===== src/core/brh_params.svh =====
`ifndef BRH_PARAMS_SVH
`define BRH_PARAMS_SVH

// Clock period and the settling time allowed before a retried cycle is rerun
`define BRH_CLK_PERIOD_NS 5
`define BRH_RERUN_SYNC_NS 10
`define BRH_RERUN_SYNC_CYC ((`BRH_RERUN_SYNC_NS + `BRH_CLK_PERIOD_NS - 1) / `BRH_CLK_PERIOD_NS)

// Widths of the bus fields
`define BRH_ADDR_W 24
`define BRH_FC_W 3
`define BRH_SIZE_W 2
`define BRH_DATA_W 16
`define BRH_SHOW_W 2
`define BRH_SYNC_W 2
`define BRH_CNT_W 4

// Field positions in the synchroniser pair
`define BRH_SYNC_REQ_BIT 1
`define BRH_SYNC_ACK_BIT 0

// Reset values and the show-all code
`define BRH_ADDR_RST 24'h00_0000
`define BRH_DATA_RST 16'h0000
`define BRH_SHOW_ALL 2'h3

`endif


===== src/core/brh_pkg.sv =====
`default_nettype none
package brh_pkg;

  typedef enum logic [2:0] {
    CYC_IDLE,
    CYC_ADDR,
    CYC_WAIT,
    CYC_RETRY,
    CYC_RESYNC,
    CYC_INT
  } brh_cyc_state_t;

  typedef enum logic [1:0] {
    ARB_IDLE,
    ARB_GRANT,
    ARB_FLOAT,
    ARB_REGRANT
  } brh_arb_state_t;

  // Strobes and write data are driven only in these cycle states
  function automatic logic brh_cyc_drives(input brh_cyc_state_t s);
    return (s == CYC_ADDR) || (s == CYC_WAIT);
  endfunction

endpackage
`default_nettype wire


===== src/core/brh_arb_if.sv =====
`timescale 1ns/10ps
`default_nettype none
interface brh_arb_if;
  logic reqSync;
  logic ackSync;
  logic grantAllowed;
  logic grant;
  logic float;

  modport arb (
    input reqSync,
    input ackSync,
    input grantAllowed,
    output grant,
    output float
  );

  modport core (
    output reqSync,
    output ackSync,
    output grantAllowed,
    input grant,
    input float
  );
endinterface
`default_nettype wire


===== src/core/brh_arbiter.sv =====
`timescale 1ns/10ps
`default_nettype none
`include "brh_params.svh"
module brh_arbiter import brh_pkg::*; (
  // Clock and reset
  input wire logic clock,
  input wire logic reset_n,
  // Arbitration handshake
  brh_arb_if.arb arbBus
);
  brh_arb_state_t arbState;
  brh_arb_state_t next_arbState;

  always_comb begin
    next_arbState = arbState;
    unique case (arbState)
      ARB_IDLE: begin
        if (arbBus.reqSync && arbBus.grantAllowed) begin
          next_arbState = ARB_GRANT;
        end
      end
      ARB_GRANT: begin
        if (arbBus.ackSync) begin
          next_arbState = ARB_FLOAT;
        end else if (!arbBus.reqSync) begin
          next_arbState = ARB_IDLE;
        end
      end
      ARB_FLOAT: begin
        if (!arbBus.ackSync) begin
          next_arbState = ARB_IDLE;
        end else if (arbBus.reqSync) begin
          next_arbState = ARB_REGRANT;
        end
      end
      ARB_REGRANT: begin
        if (!arbBus.ackSync) begin
          // Stay in regrant until the current master drops its acknowledge
          next_arbState = arbBus.reqSync ? ARB_GRANT : ARB_IDLE;
        end
      end
    endcase
  end

  always_ff @(posedge clock or negedge reset_n) begin
    if (!reset_n) begin
      arbState <= ARB_IDLE;
      arbBus.grant <= 1'b0;
      arbBus.float <= 1'b0;
    end else begin
      arbState <= next_arbState;
      arbBus.grant <= (next_arbState == ARB_GRANT) || (next_arbState == ARB_REGRANT);
      arbBus.float <= (next_arbState == ARB_FLOAT) || (next_arbState == ARB_REGRANT);
    end
  end

  a_idle_quiet: assert property (@(posedge clock) disable iff (!reset_n)
    (arbState == ARB_IDLE) |-> (!arbBus.grant && !arbBus.float))
    else $error("arbiter idle with grant or float set");

  a_grant_drop: assert property (@(posedge clock) disable iff (!reset_n)
    (arbState == ARB_GRANT && arbBus.ackSync) |=> (!arbBus.grant ##1 1'b1))
    else $error("grant not removed after acknowledge");

  a_float_needs_ack: assert property (@(posedge clock) disable iff (!reset_n)
    $rose(arbBus.float) |-> $past(arbBus.ackSync))
    else $error("bus released without acknowledge");
endmodule
`default_nettype wire


===== src/core/brh_bus_retry_halt.sv =====
`timescale 1ns/10ps
`default_nettype none
`include "brh_params.svh"
module brh_bus_retry_halt import brh_pkg::*; #(
  parameter bit RETRY_SUPPORTED = 1'b1
) (
  // Clock and reset
  input wire logic clock,
  input wire logic reset_n,
  // Requests from the internal bus controller
  input wire logic cycleReq,
  input wire logic cycleInternal,
  input wire logic cycleLast,
  input wire logic cycleLocked,
  input wire logic cycleWrite,
  input wire logic [`BRH_ADDR_W-1:0] cycleAddr,
  input wire logic [`BRH_FC_W-1:0] cycleFc,
  input wire logic [`BRH_SIZE_W-1:0] cycleSize,
  input wire logic [`BRH_DATA_W-1:0] cycleWdata,
  input wire logic [`BRH_SHOW_W-1:0] showCycleEnable,
  // Answers to the internal bus controller
  output logic cycleAccept,
  output logic cycleDone,
  output logic cycleBusError,
  output logic [`BRH_DATA_W-1:0] cycleRdata,
  output logic busStopped,
  output logic interruptHold,
  // Termination and arbitration pins
  input wire logic transferAcknowledgeIn,
  input wire logic busErrorIn,
  input wire logic stopRequestIn,
  input wire logic busRequestIn,
  input wire logic grantAcknowledgeIn,
  output logic busGrantOut,
  // Address and control pins
  output logic [`BRH_ADDR_W-1:0] addrOut,
  output logic [`BRH_FC_W-1:0] fcOut,
  output logic [`BRH_SIZE_W-1:0] transferSize,
  output logic readNotWrite,
  output logic ctrlOe,
  output logic addressStrobe,
  output logic dataStrobe,
  output logic lockedCycleFlag,
  // Data pins
  input wire logic [`BRH_DATA_W-1:0] dataIn,
  output logic [`BRH_DATA_W-1:0] dataOut,
  output logic dataOe
);
  brh_arb_if arbBus ();

  brh_cyc_state_t cycState;
  brh_cyc_state_t next_cycState;
  logic [`BRH_SYNC_W-1:0] syncPair;
  logic [`BRH_CNT_W-1:0] resyncCount;
  logic busOwned;
  logic canStart;
  logic accepting;
  logic operandOpen;
  logic lastHeld;
  logic writeHeld;
  logic next_write;
  logic retryHit;

  brh_sync u_sync (
    .clock(clock),
    .reset_n(reset_n),
    .asyncIn({busRequestIn, grantAcknowledgeIn}),
    .syncOut(syncPair)
  );

  assign arbBus.reqSync = syncPair[`BRH_SYNC_REQ_BIT];
  assign arbBus.ackSync = syncPair[`BRH_SYNC_ACK_BIT];

  brh_arbiter u_arbiter (
    .clock(clock),
    .reset_n(reset_n),
    .arbBus(arbBus)
  );

  // Requests are granted only in the idle and retry cycle states, including while stopped
  // Grant is offered only at an operand boundary or while a retry waits
  assign arbBus.grantAllowed = !lockedCycleFlag && !operandOpen
    && ((cycState == CYC_IDLE) || (cycState == CYC_RETRY))
    && !(showCycleEnable == `BRH_SHOW_ALL && cycleReq && cycleInternal);

  // Grant outstanding also blocks new external cycles, so an acknowledge never lands mid-cycle
  assign busOwned = !arbBus.grant && !arbBus.float;
  assign canStart = busOwned && !arbBus.reqSync && !stopRequestIn && !busErrorIn;
  assign accepting = (cycState == CYC_IDLE) && cycleReq && (cycleInternal || canStart);
  assign retryHit = RETRY_SUPPORTED && busErrorIn && stopRequestIn;
  assign next_write = (cycState == CYC_IDLE) ? cycleWrite : writeHeld;

  always_comb begin
    next_cycState = cycState;
    unique case (cycState)
      CYC_IDLE: begin
        if (accepting) begin
          next_cycState = cycleInternal ? CYC_INT : CYC_ADDR;
        end
      end
      CYC_ADDR: begin
        next_cycState = CYC_WAIT;
      end
      CYC_WAIT: begin
        if (retryHit) begin
          next_cycState = CYC_RETRY;
        end else if (busErrorIn || transferAcknowledgeIn) begin
          next_cycState = CYC_IDLE;
        end
      end
      CYC_RETRY: begin
        if (!busErrorIn && !stopRequestIn && busOwned) begin
          next_cycState = CYC_RESYNC;
        end
      end
      CYC_RESYNC: begin
        if (busErrorIn || stopRequestIn || !busOwned) begin
          next_cycState = CYC_RETRY;
        end else if (resyncCount == '0) begin
          next_cycState = CYC_ADDR;
        end
      end
      CYC_INT: begin
        next_cycState = CYC_IDLE;
      end
    endcase
  end

  always_ff @(posedge clock or negedge reset_n) begin
    if (!reset_n) begin
      cycState <= CYC_IDLE;
    end else begin
      cycState <= next_cycState;
    end
  end

  // Settling delay after error and stop both negate
  always_ff @(posedge clock or negedge reset_n) begin
    if (!reset_n) begin
      resyncCount <= '0;
    end else if (next_cycState == CYC_RESYNC && cycState != CYC_RESYNC) begin
      resyncCount <= `BRH_CNT_W'(`BRH_RERUN_SYNC_CYC - 1);
    end else if (resyncCount != '0) begin
      resyncCount <= resyncCount - `BRH_CNT_W'(1);
    end
  end

  // Attributes of external cycles are captured once and kept through retries and stops
  // Internal cycles leave the pins alone, so a stopped bus keeps its parked address
  always_ff @(posedge clock or negedge reset_n) begin
    if (!reset_n) begin
      addrOut <= `BRH_ADDR_RST;
      fcOut <= '0;
      transferSize <= '0;
      readNotWrite <= 1'b1;
      writeHeld <= 1'b0;
      lastHeld <= 1'b1;
      dataOut <= `BRH_DATA_RST;
    end else if (accepting && !cycleInternal) begin
      addrOut <= cycleAddr;
      fcOut <= cycleFc;
      transferSize <= cycleSize;
      readNotWrite <= !cycleWrite;
      writeHeld <= cycleWrite;
      lastHeld <= cycleLast;
      dataOut <= cycleWdata;
    end
  end

  // Locked flag rises only with an accepted external cycle, never under an outstanding grant
  always_ff @(posedge clock or negedge reset_n) begin
    if (!reset_n) begin
      lockedCycleFlag <= 1'b0;
    end else if (accepting && !cycleInternal) begin
      lockedCycleFlag <= cycleLocked;
    end else if (cycState == CYC_IDLE && !cycleLocked) begin
      lockedCycleFlag <= 1'b0;
    end
  end

  // Operand stays open until its last cycle ends, so grant waits for it
  always_ff @(posedge clock or negedge reset_n) begin
    if (!reset_n) begin
      operandOpen <= 1'b0;
    end else if (cycState == CYC_WAIT && !retryHit) begin
      if (busErrorIn) begin
        operandOpen <= 1'b0;
      end else if (transferAcknowledgeIn) begin
        operandOpen <= !lastHeld;
      end
    end
  end

  // Pin drivers: strobes and data enable from the next cycle state, ctrlOe and busGrantOut from the arbiter
  always_ff @(posedge clock or negedge reset_n) begin
    if (!reset_n) begin
      addressStrobe <= 1'b0;
      dataStrobe <= 1'b0;
      dataOe <= 1'b0;
      ctrlOe <= 1'b1;
      busGrantOut <= 1'b0;
    end else begin
      addressStrobe <= brh_cyc_drives(next_cycState);
      dataStrobe <= brh_cyc_drives(next_cycState);
      dataOe <= brh_cyc_drives(next_cycState) && next_write;
      ctrlOe <= !arbBus.float;
      busGrantOut <= arbBus.grant;
    end
  end

  // Answers to the controller
  always_ff @(posedge clock or negedge reset_n) begin
    if (!reset_n) begin
      cycleAccept <= 1'b0;
      cycleDone <= 1'b0;
      cycleBusError <= 1'b0;
      cycleRdata <= `BRH_DATA_RST;
    end else begin
      cycleAccept <= accepting;
      cycleDone <= (cycState == CYC_INT)
        || (cycState == CYC_WAIT && !busErrorIn && transferAcknowledgeIn);
      cycleBusError <= (cycState == CYC_WAIT) && busErrorIn && !retryHit;
      if (cycState == CYC_WAIT && !busErrorIn && transferAcknowledgeIn && !writeHeld) begin
        cycleRdata <= dataIn;
      end
    end
  end

  // Stopped means the stop line is up, bus error is not, and the cycle state is idle
  always_ff @(posedge clock or negedge reset_n) begin
    if (!reset_n) begin
      busStopped <= 1'b0;
      interruptHold <= 1'b0;
    end else begin
      busStopped <= stopRequestIn && !busErrorIn && (cycState == CYC_IDLE);
      interruptHold <= stopRequestIn;
    end
  end

  a_retry_entry: assert property (@(posedge clock) disable iff (!reset_n)
    (RETRY_SUPPORTED && cycState == CYC_WAIT && busErrorIn && stopRequestIn) |=> (cycState == CYC_RETRY))
    else $error("retry not entered");

  a_error_noretry: assert property (@(posedge clock) disable iff (!reset_n)
    (!RETRY_SUPPORTED && cycState == CYC_WAIT && busErrorIn) |=> (cycleBusError && cycState == CYC_IDLE))
    else $error("bus error not reported");

  a_retry_quiet: assert property (@(posedge clock) disable iff (!reset_n)
    (cycState == CYC_RETRY && (busErrorIn || stopRequestIn)) |=> (!addressStrobe && cycState == CYC_RETRY))
    else $error("cycle started during retry");

  a_rerun_same: assert property (@(posedge clock) disable iff (!reset_n)
    (cycState == CYC_RETRY) |=> ($stable(addrOut) && $stable(dataOut) && $stable(readNotWrite)))
    else $error("retry changed cycle attributes");

  a_retry_delay: assert property (@(posedge clock) disable iff (!reset_n)
    (cycState == CYC_RETRY ##1 cycState == CYC_RESYNC) |-> (cycState != CYC_ADDR)[*2])
    else $error("rerun before settling delay");

  a_lock_retry: assert property (@(posedge clock) disable iff (!reset_n)
    (cycState == CYC_RETRY || cycState == CYC_RESYNC) |=> $stable(lockedCycleFlag))
    else $error("locked flag changed during retry");

  a_lock_nogrant: assert property (@(posedge clock) disable iff (!reset_n)
    (lockedCycleFlag && !busGrantOut && !arbBus.grant) |=> !arbBus.grant ##1 !busGrantOut)
    else $error("grant while locked");

  a_stop_holds: assert property (@(posedge clock) disable iff (!reset_n)
    (cycState == CYC_IDLE && stopRequestIn) |=> (cycState != CYC_ADDR && !addressStrobe))
    else $error("external cycle started while stopped");

  a_stopped_float: assert property (@(posedge clock) disable iff (!reset_n)
    (cycState == CYC_IDLE && stopRequestIn) |=> (!dataOe && !dataStrobe && $stable(addrOut)))
    else $error("pins not parked while stopped");

  a_int_hold: assert property (@(posedge clock) disable iff (!reset_n)
    busStopped |-> interruptHold)
    else $error("interrupts open while stopped");

  a_retry_strobes_off: assert property (@(posedge clock) disable iff (!reset_n)
    (cycState == CYC_WAIT && retryHit) |=> (!addressStrobe && !dataStrobe && !dataOe))
    else $error("strobes still driven after retry termination");

  a_cycle_owned: assert property (@(posedge clock) disable iff (!reset_n)
    (cycState == CYC_ADDR || cycState == CYC_WAIT) |-> (busOwned && ctrlOe))
    else $error("external cycle run without bus ownership");

  a_rerun_control: assert property (@(posedge clock) disable iff (!reset_n)
    (cycState == CYC_RETRY || cycState == CYC_RESYNC) |=> ($stable(fcOut) && $stable(transferSize)))
    else $error("retry changed function code or size");

  a_float_unlocked: assert property (@(posedge clock) disable iff (!reset_n)
    arbBus.float |-> !lockedCycleFlag)
    else $error("bus released while locked");

  a_grant_boundary: assert property (@(posedge clock) disable iff (!reset_n)
    (!arbBus.grant && !arbBus.float && !arbBus.grantAllowed) |=> !arbBus.grant)
    else $error("grant outside an operand boundary");

  a_yield_request: assert property (@(posedge clock) disable iff (!reset_n)
    (cycState == CYC_IDLE && arbBus.reqSync && cycleReq && !cycleInternal) |=> (cycState != CYC_ADDR))
    else $error("own cycle started over a pending request");

  a_grant_no_float: assert property (@(posedge clock) disable iff (!reset_n)
    (arbBus.grant && !arbBus.ackSync) |=> !arbBus.float)
    else $error("bus floated without acknowledge");

  a_regrant_pending: assert property (@(posedge clock) disable iff (!reset_n)
    (arbBus.float && !arbBus.grant && arbBus.ackSync && arbBus.reqSync) |=> arbBus.grant)
    else $error("pending request not granted again");

  a_internal_runs: assert property (@(posedge clock) disable iff (!reset_n)
    (cycState == CYC_IDLE && cycleReq && cycleInternal) |=> (cycState == CYC_INT))
    else $error("internal cycle held back");

  a_sync_depth: assert property (@(posedge clock) disable iff (!reset_n)
    (arbBus.reqSync == $past(busRequestIn, 2)) && (arbBus.ackSync == $past(grantAcknowledgeIn, 2)))
    else $error("synchroniser latency wrong");

  a_halt_pins: assert property (@(posedge clock) disable iff (!reset_n)
    busStopped |-> (!addressStrobe && !dataStrobe && !dataOe))
    else $error("strobes or data driven while stopped");

  a_float_holds: assert property (@(posedge clock) disable iff (!reset_n)
    arbBus.float |=> ($stable(addrOut) && $stable(fcOut) && $stable(transferSize) && $stable(readNotWrite)))
    else $error("held address lost while bus lent");
endmodule
`default_nettype wire


===== src/core/brh_sync.sv =====
`timescale 1ns/10ps
`default_nettype none
`include "brh_params.svh"
module brh_sync import brh_pkg::*; (
  // Clock and reset
  input wire logic clock,
  input wire logic reset_n,
  // Levels
  input wire logic [`BRH_SYNC_W-1:0] asyncIn,
  output logic [`BRH_SYNC_W-1:0] syncOut
);
  logic [`BRH_SYNC_W-1:0] stage1;

  // Two flops: valid by the second edge
  always_ff @(posedge clock or negedge reset_n) begin
    if (!reset_n) begin
      stage1 <= '0;
      syncOut <= '0;
    end else begin
      stage1 <= asyncIn;
      syncOut <= stage1;
    end
  end
endmodule
`default_nettype wire


===== config.mk =====
export PLATFORM = sky130hd
export DESIGN_NAME = brh_bus_retry_halt
export DESIGN_NICKNAME = d
export VERILOG_FILES = /design/src/core/brh_pkg.sv /design/src/core/brh_arb_if.sv /design/src/core/brh_arbiter.sv /design/src/core/brh_bus_retry_halt.sv /design/src/core/brh_sync.sv
export VERILOG_INCLUDE_DIRS = /design/src /design/src/core
export SDC_FILE = /design/constraint.sdc
export NUM_CORES = 1
export LEC_CHECK = 0
export BUFFER_PORTS_ARGS = -buffer_cell sky130_fd_sc_hd__buf_2
export CELL_PAD_IN_SITES_DETAIL_PLACEMENT = 0
export CELL_PAD_IN_SITES_GLOBAL_PLACEMENT = 1
export CORE_AREA = 8 8 97 121
export DETAILED_ROUTE_END_ITERATION = 8
export DIE_AREA = 0 0 105 129
export PLACE_DENSITY = 0.89
export SYNTH_ARGS = -nofsm -noshare
export SYNTH_HDL_FRONTEND = slang
export SYNTH_SLANG_ARGS = --single-unit

===== constraint.sdc =====
create_clock -name clock -period 2.65 [get_ports clock]
set_input_delay 0.1325 -clock clock [delete_from_list [all_inputs] [get_ports clock]]
set_output_delay 0.1325 -clock clock [all_outputs]
set_load 0.05 [all_outputs]

==> metrics.cfg <==
[run_status]
status=finished, violations left
failed_checks=hold timing

[global_routing]
antenna_found_initial=0
grt_pass1_wl_um=13500
grt_max_degree=90
grtUsageTotal_pct=12.4
grt_overflow=0
grt_pass1_vias=2814

[floorplanning]
initial_core_util_pct=36.0
core_mm2=0.00985
die_height_um=129
dieArea_mm2=0.0135
rows=41
die_w_um=105
pin_count=148

[worst_setup_path]
cp.required_ns=2.86
cp.arrival_ns=2.56
path_buf_inv=1
reg2reg_from=u_arbiter.arbBus.float
r2r_cells=5
cp_cell_sequence=or4_4 > or3_4 > nor3_4 > buf_12 > mux2_2
cp_top_family=simple AND/OR/NAND/NOR gates
start_kind=flip-flop
end_kind=flip-flop
crit_type=flip-flop to flip-flop
crit_fanout=43
worst-r2r-setup-slack_ns=0.29
worstReg2RegEnd=transferSize[0]
crit_path_top_delay_cell=or4_4
crit_path_max_incr_delay_ns=0.59

[clock_network]
cts_made_buffers=9
cts_resized=0
cts_max_level=3
cts_tree=yes
cts_sinks=89
clk_pin_slew_ns=0.06
clock_latency_ns=0.33
max-clock-path-buffers=2
cts_root_buf=clkbuf_16

[synth]
ys_seq_area_share_pct=62.9
yosysTopAreaCell=dfrtp_1
yosys-top-cells-area=dfrtp_1 (61%), mux2_2 (17%), mux2_1 (3.2%), dfstp_2 (2.2%), a21oi_1 (1.1%)
synth_cells=249
ys_async_sr_fraction_pct=100
avgSynthCellArea_um2=14.2
ys.flop_type=dfrtp_1
ys_seq_elements=89
synth_top_area_share_pct=60.7
syn-cell-area_mm2=0.00355
synth_cell_types=42
synth-edff-count=0
synth_nets=325
yosysWarnings=0

[routing]
wl_per_cell_um=15.9
drtIter0Drc=68
drtPass1Iterations=4
final_antenna_net_count=0
via_count=2500
avgViaCountPerCell=4.67
drc=0
drt_wl_total_um=8500

[layout]
final_common_cell=buf_2
nets=477
layout_common_cells=buf_2 (146), dfrtp_1 (86), mux2_2 (54), mux2_1 (10)
area_growth_pct=33.3
diodes=0
drive_gt1_share_pct=54.9

[power]
power.density_mw_per_mm2=1360
clock_power_share_pct=18.7
p_int_mw=3.47
switching_power_mw=2.97
p_sw_share_pct=46.1
total_power_mw=6.45
power.leakage_nw=2.52
seq_power_share_pct=34.4
pwr-share-comb_pct=47.0
irDropWorstVdd_mv=0.722

[sta]
drv_slew=0
period_share_pct=89.0
worst_hold_slack_ns=-0.0112
layout_setup_ws_ns=0.292
tns_ns=0
worst_pin_slew_ns=1.10
finalHoldViolations=7
setup_viol=0
slew_headroom_pct=26.4
max_freq_mhz=424
skew_ns=0.00637
period_needed_ns=2.36
rsz0062_at_grt=false

[placed_design]
portBuffers=147
pre_cts_ws_ns=0.295
place_hpwl_um=6540
gp_congestion=0.751

[worst_hold_path]
holdCritPathClass=input port to async pin

[run]
timing.max_cap.violations=0

==> kinds of logic after synthesis <==
group           share of synthesized area (%)
compound gates                           5.36
xor+xnor                                0.494
fa+ha+maj                               0.353
buf+inv                                  2.79
flops                                    62.9
mux                                      21.4
simple gates                             6.67
==> metrics by stage <==
| step | area (µm²) | utilization, % | std cells |
|---|---|---|---|
| after floorplan | 3550 | - | 249 |
| after global placement | 4410 | 44.8 | 515 |
| after detailed placement | 4410 | 44.8 | 515 |
| after CTS | 4730 | 48.0 | 535 |
| after global routing | 4730 | 48.0 | 535 |
| final | 4730 | 48.0 | 535 |
==> timing repair <==
| item | CTS | global route |
|---|---|---|
| hold buffers | 4 | 0 |
| setup buffers | 0 | 0 |
| hold endpoints to repair | 4 | 0 |
==> routing by layer <==
metal  wire length (µm)  track usage, %  vias to the layer above
met5                  0               0                        -
met4                 71            4.38                        0
met3                607            5.00                        5
met2               4720            22.9                       75
met1               3110            12.3                     1235
li1                   -               -                     1185
==> power groups by stage <==
| stage | combinational, mW | clock (mW) | sequential, mW |
|---|---|---|---|
| after floorplan | 0.893 | 0 | 3.64 |
| after global placement | 3.02 | 0 | 2.20 |
| after detailed placement | 3.07 | 0 | 2.24 |
| after CTS | 3.07 | 1.25 | 2.22 |
| after global routing | 3.20 | 1.29 | 2.29 |
| final | 3.03 | 1.20 | 2.22 |
==> cells in the mapped netlist, types with 3 or more instances <==
cell	instances
mux2_2	54
or3_1	3
nand2_1	9
o21ai_0	3
o22ai_1	4
a21oi_1	8
nor2_1	7
dfstp_2	3
buf_2	4
mux2_1	10
mux2i_1	4
inv_1	9
dfrtp_1	86
a31oi_1	3
nor3_1	3
nand2b_1	6
clkbuf_1	4
==> flip-flops by register name (all words and copies together), names as in the netlist, 2 cells and up <==
name and cells:
addrOut 24, cycleRdata 16, dataOut 16, resyncCount 4
cycState 3, fcOut 3, transferSize 2, u_sync.stage1 2
u_sync.syncOut 2
==> cell type report <==
cell class	count	area, µm²
clock inverter	2	35.0
sequential	89	2230
multi-input combinational	139	1220
tap	129	161
inverter	9	33.8
clock buffer	14	244
timing repair buffer	153	806
fill	927	5120
==> worst max path at each step <==
stage                                 from              end  slack, ns  cells after the start
finish              u_arbiter.arbBus.float  transferSize[0]       0.29                      5
global route        u_arbiter.arbBus.float  transferSize[0]       0.20                      5
CTS                 u_arbiter.arbBus.float       addrOut[5]       0.29                      5
detailed placement  u_arbiter.arbBus.float       addrOut[5]       0.30                      5
global placement    u_arbiter.arbBus.float  transferSize[0]       0.36                      5
floorplan           u_arbiter.arbBus.float      addrOut[23]       0.41                      6
Note: power is estimated with default switching activity, not from simulation.
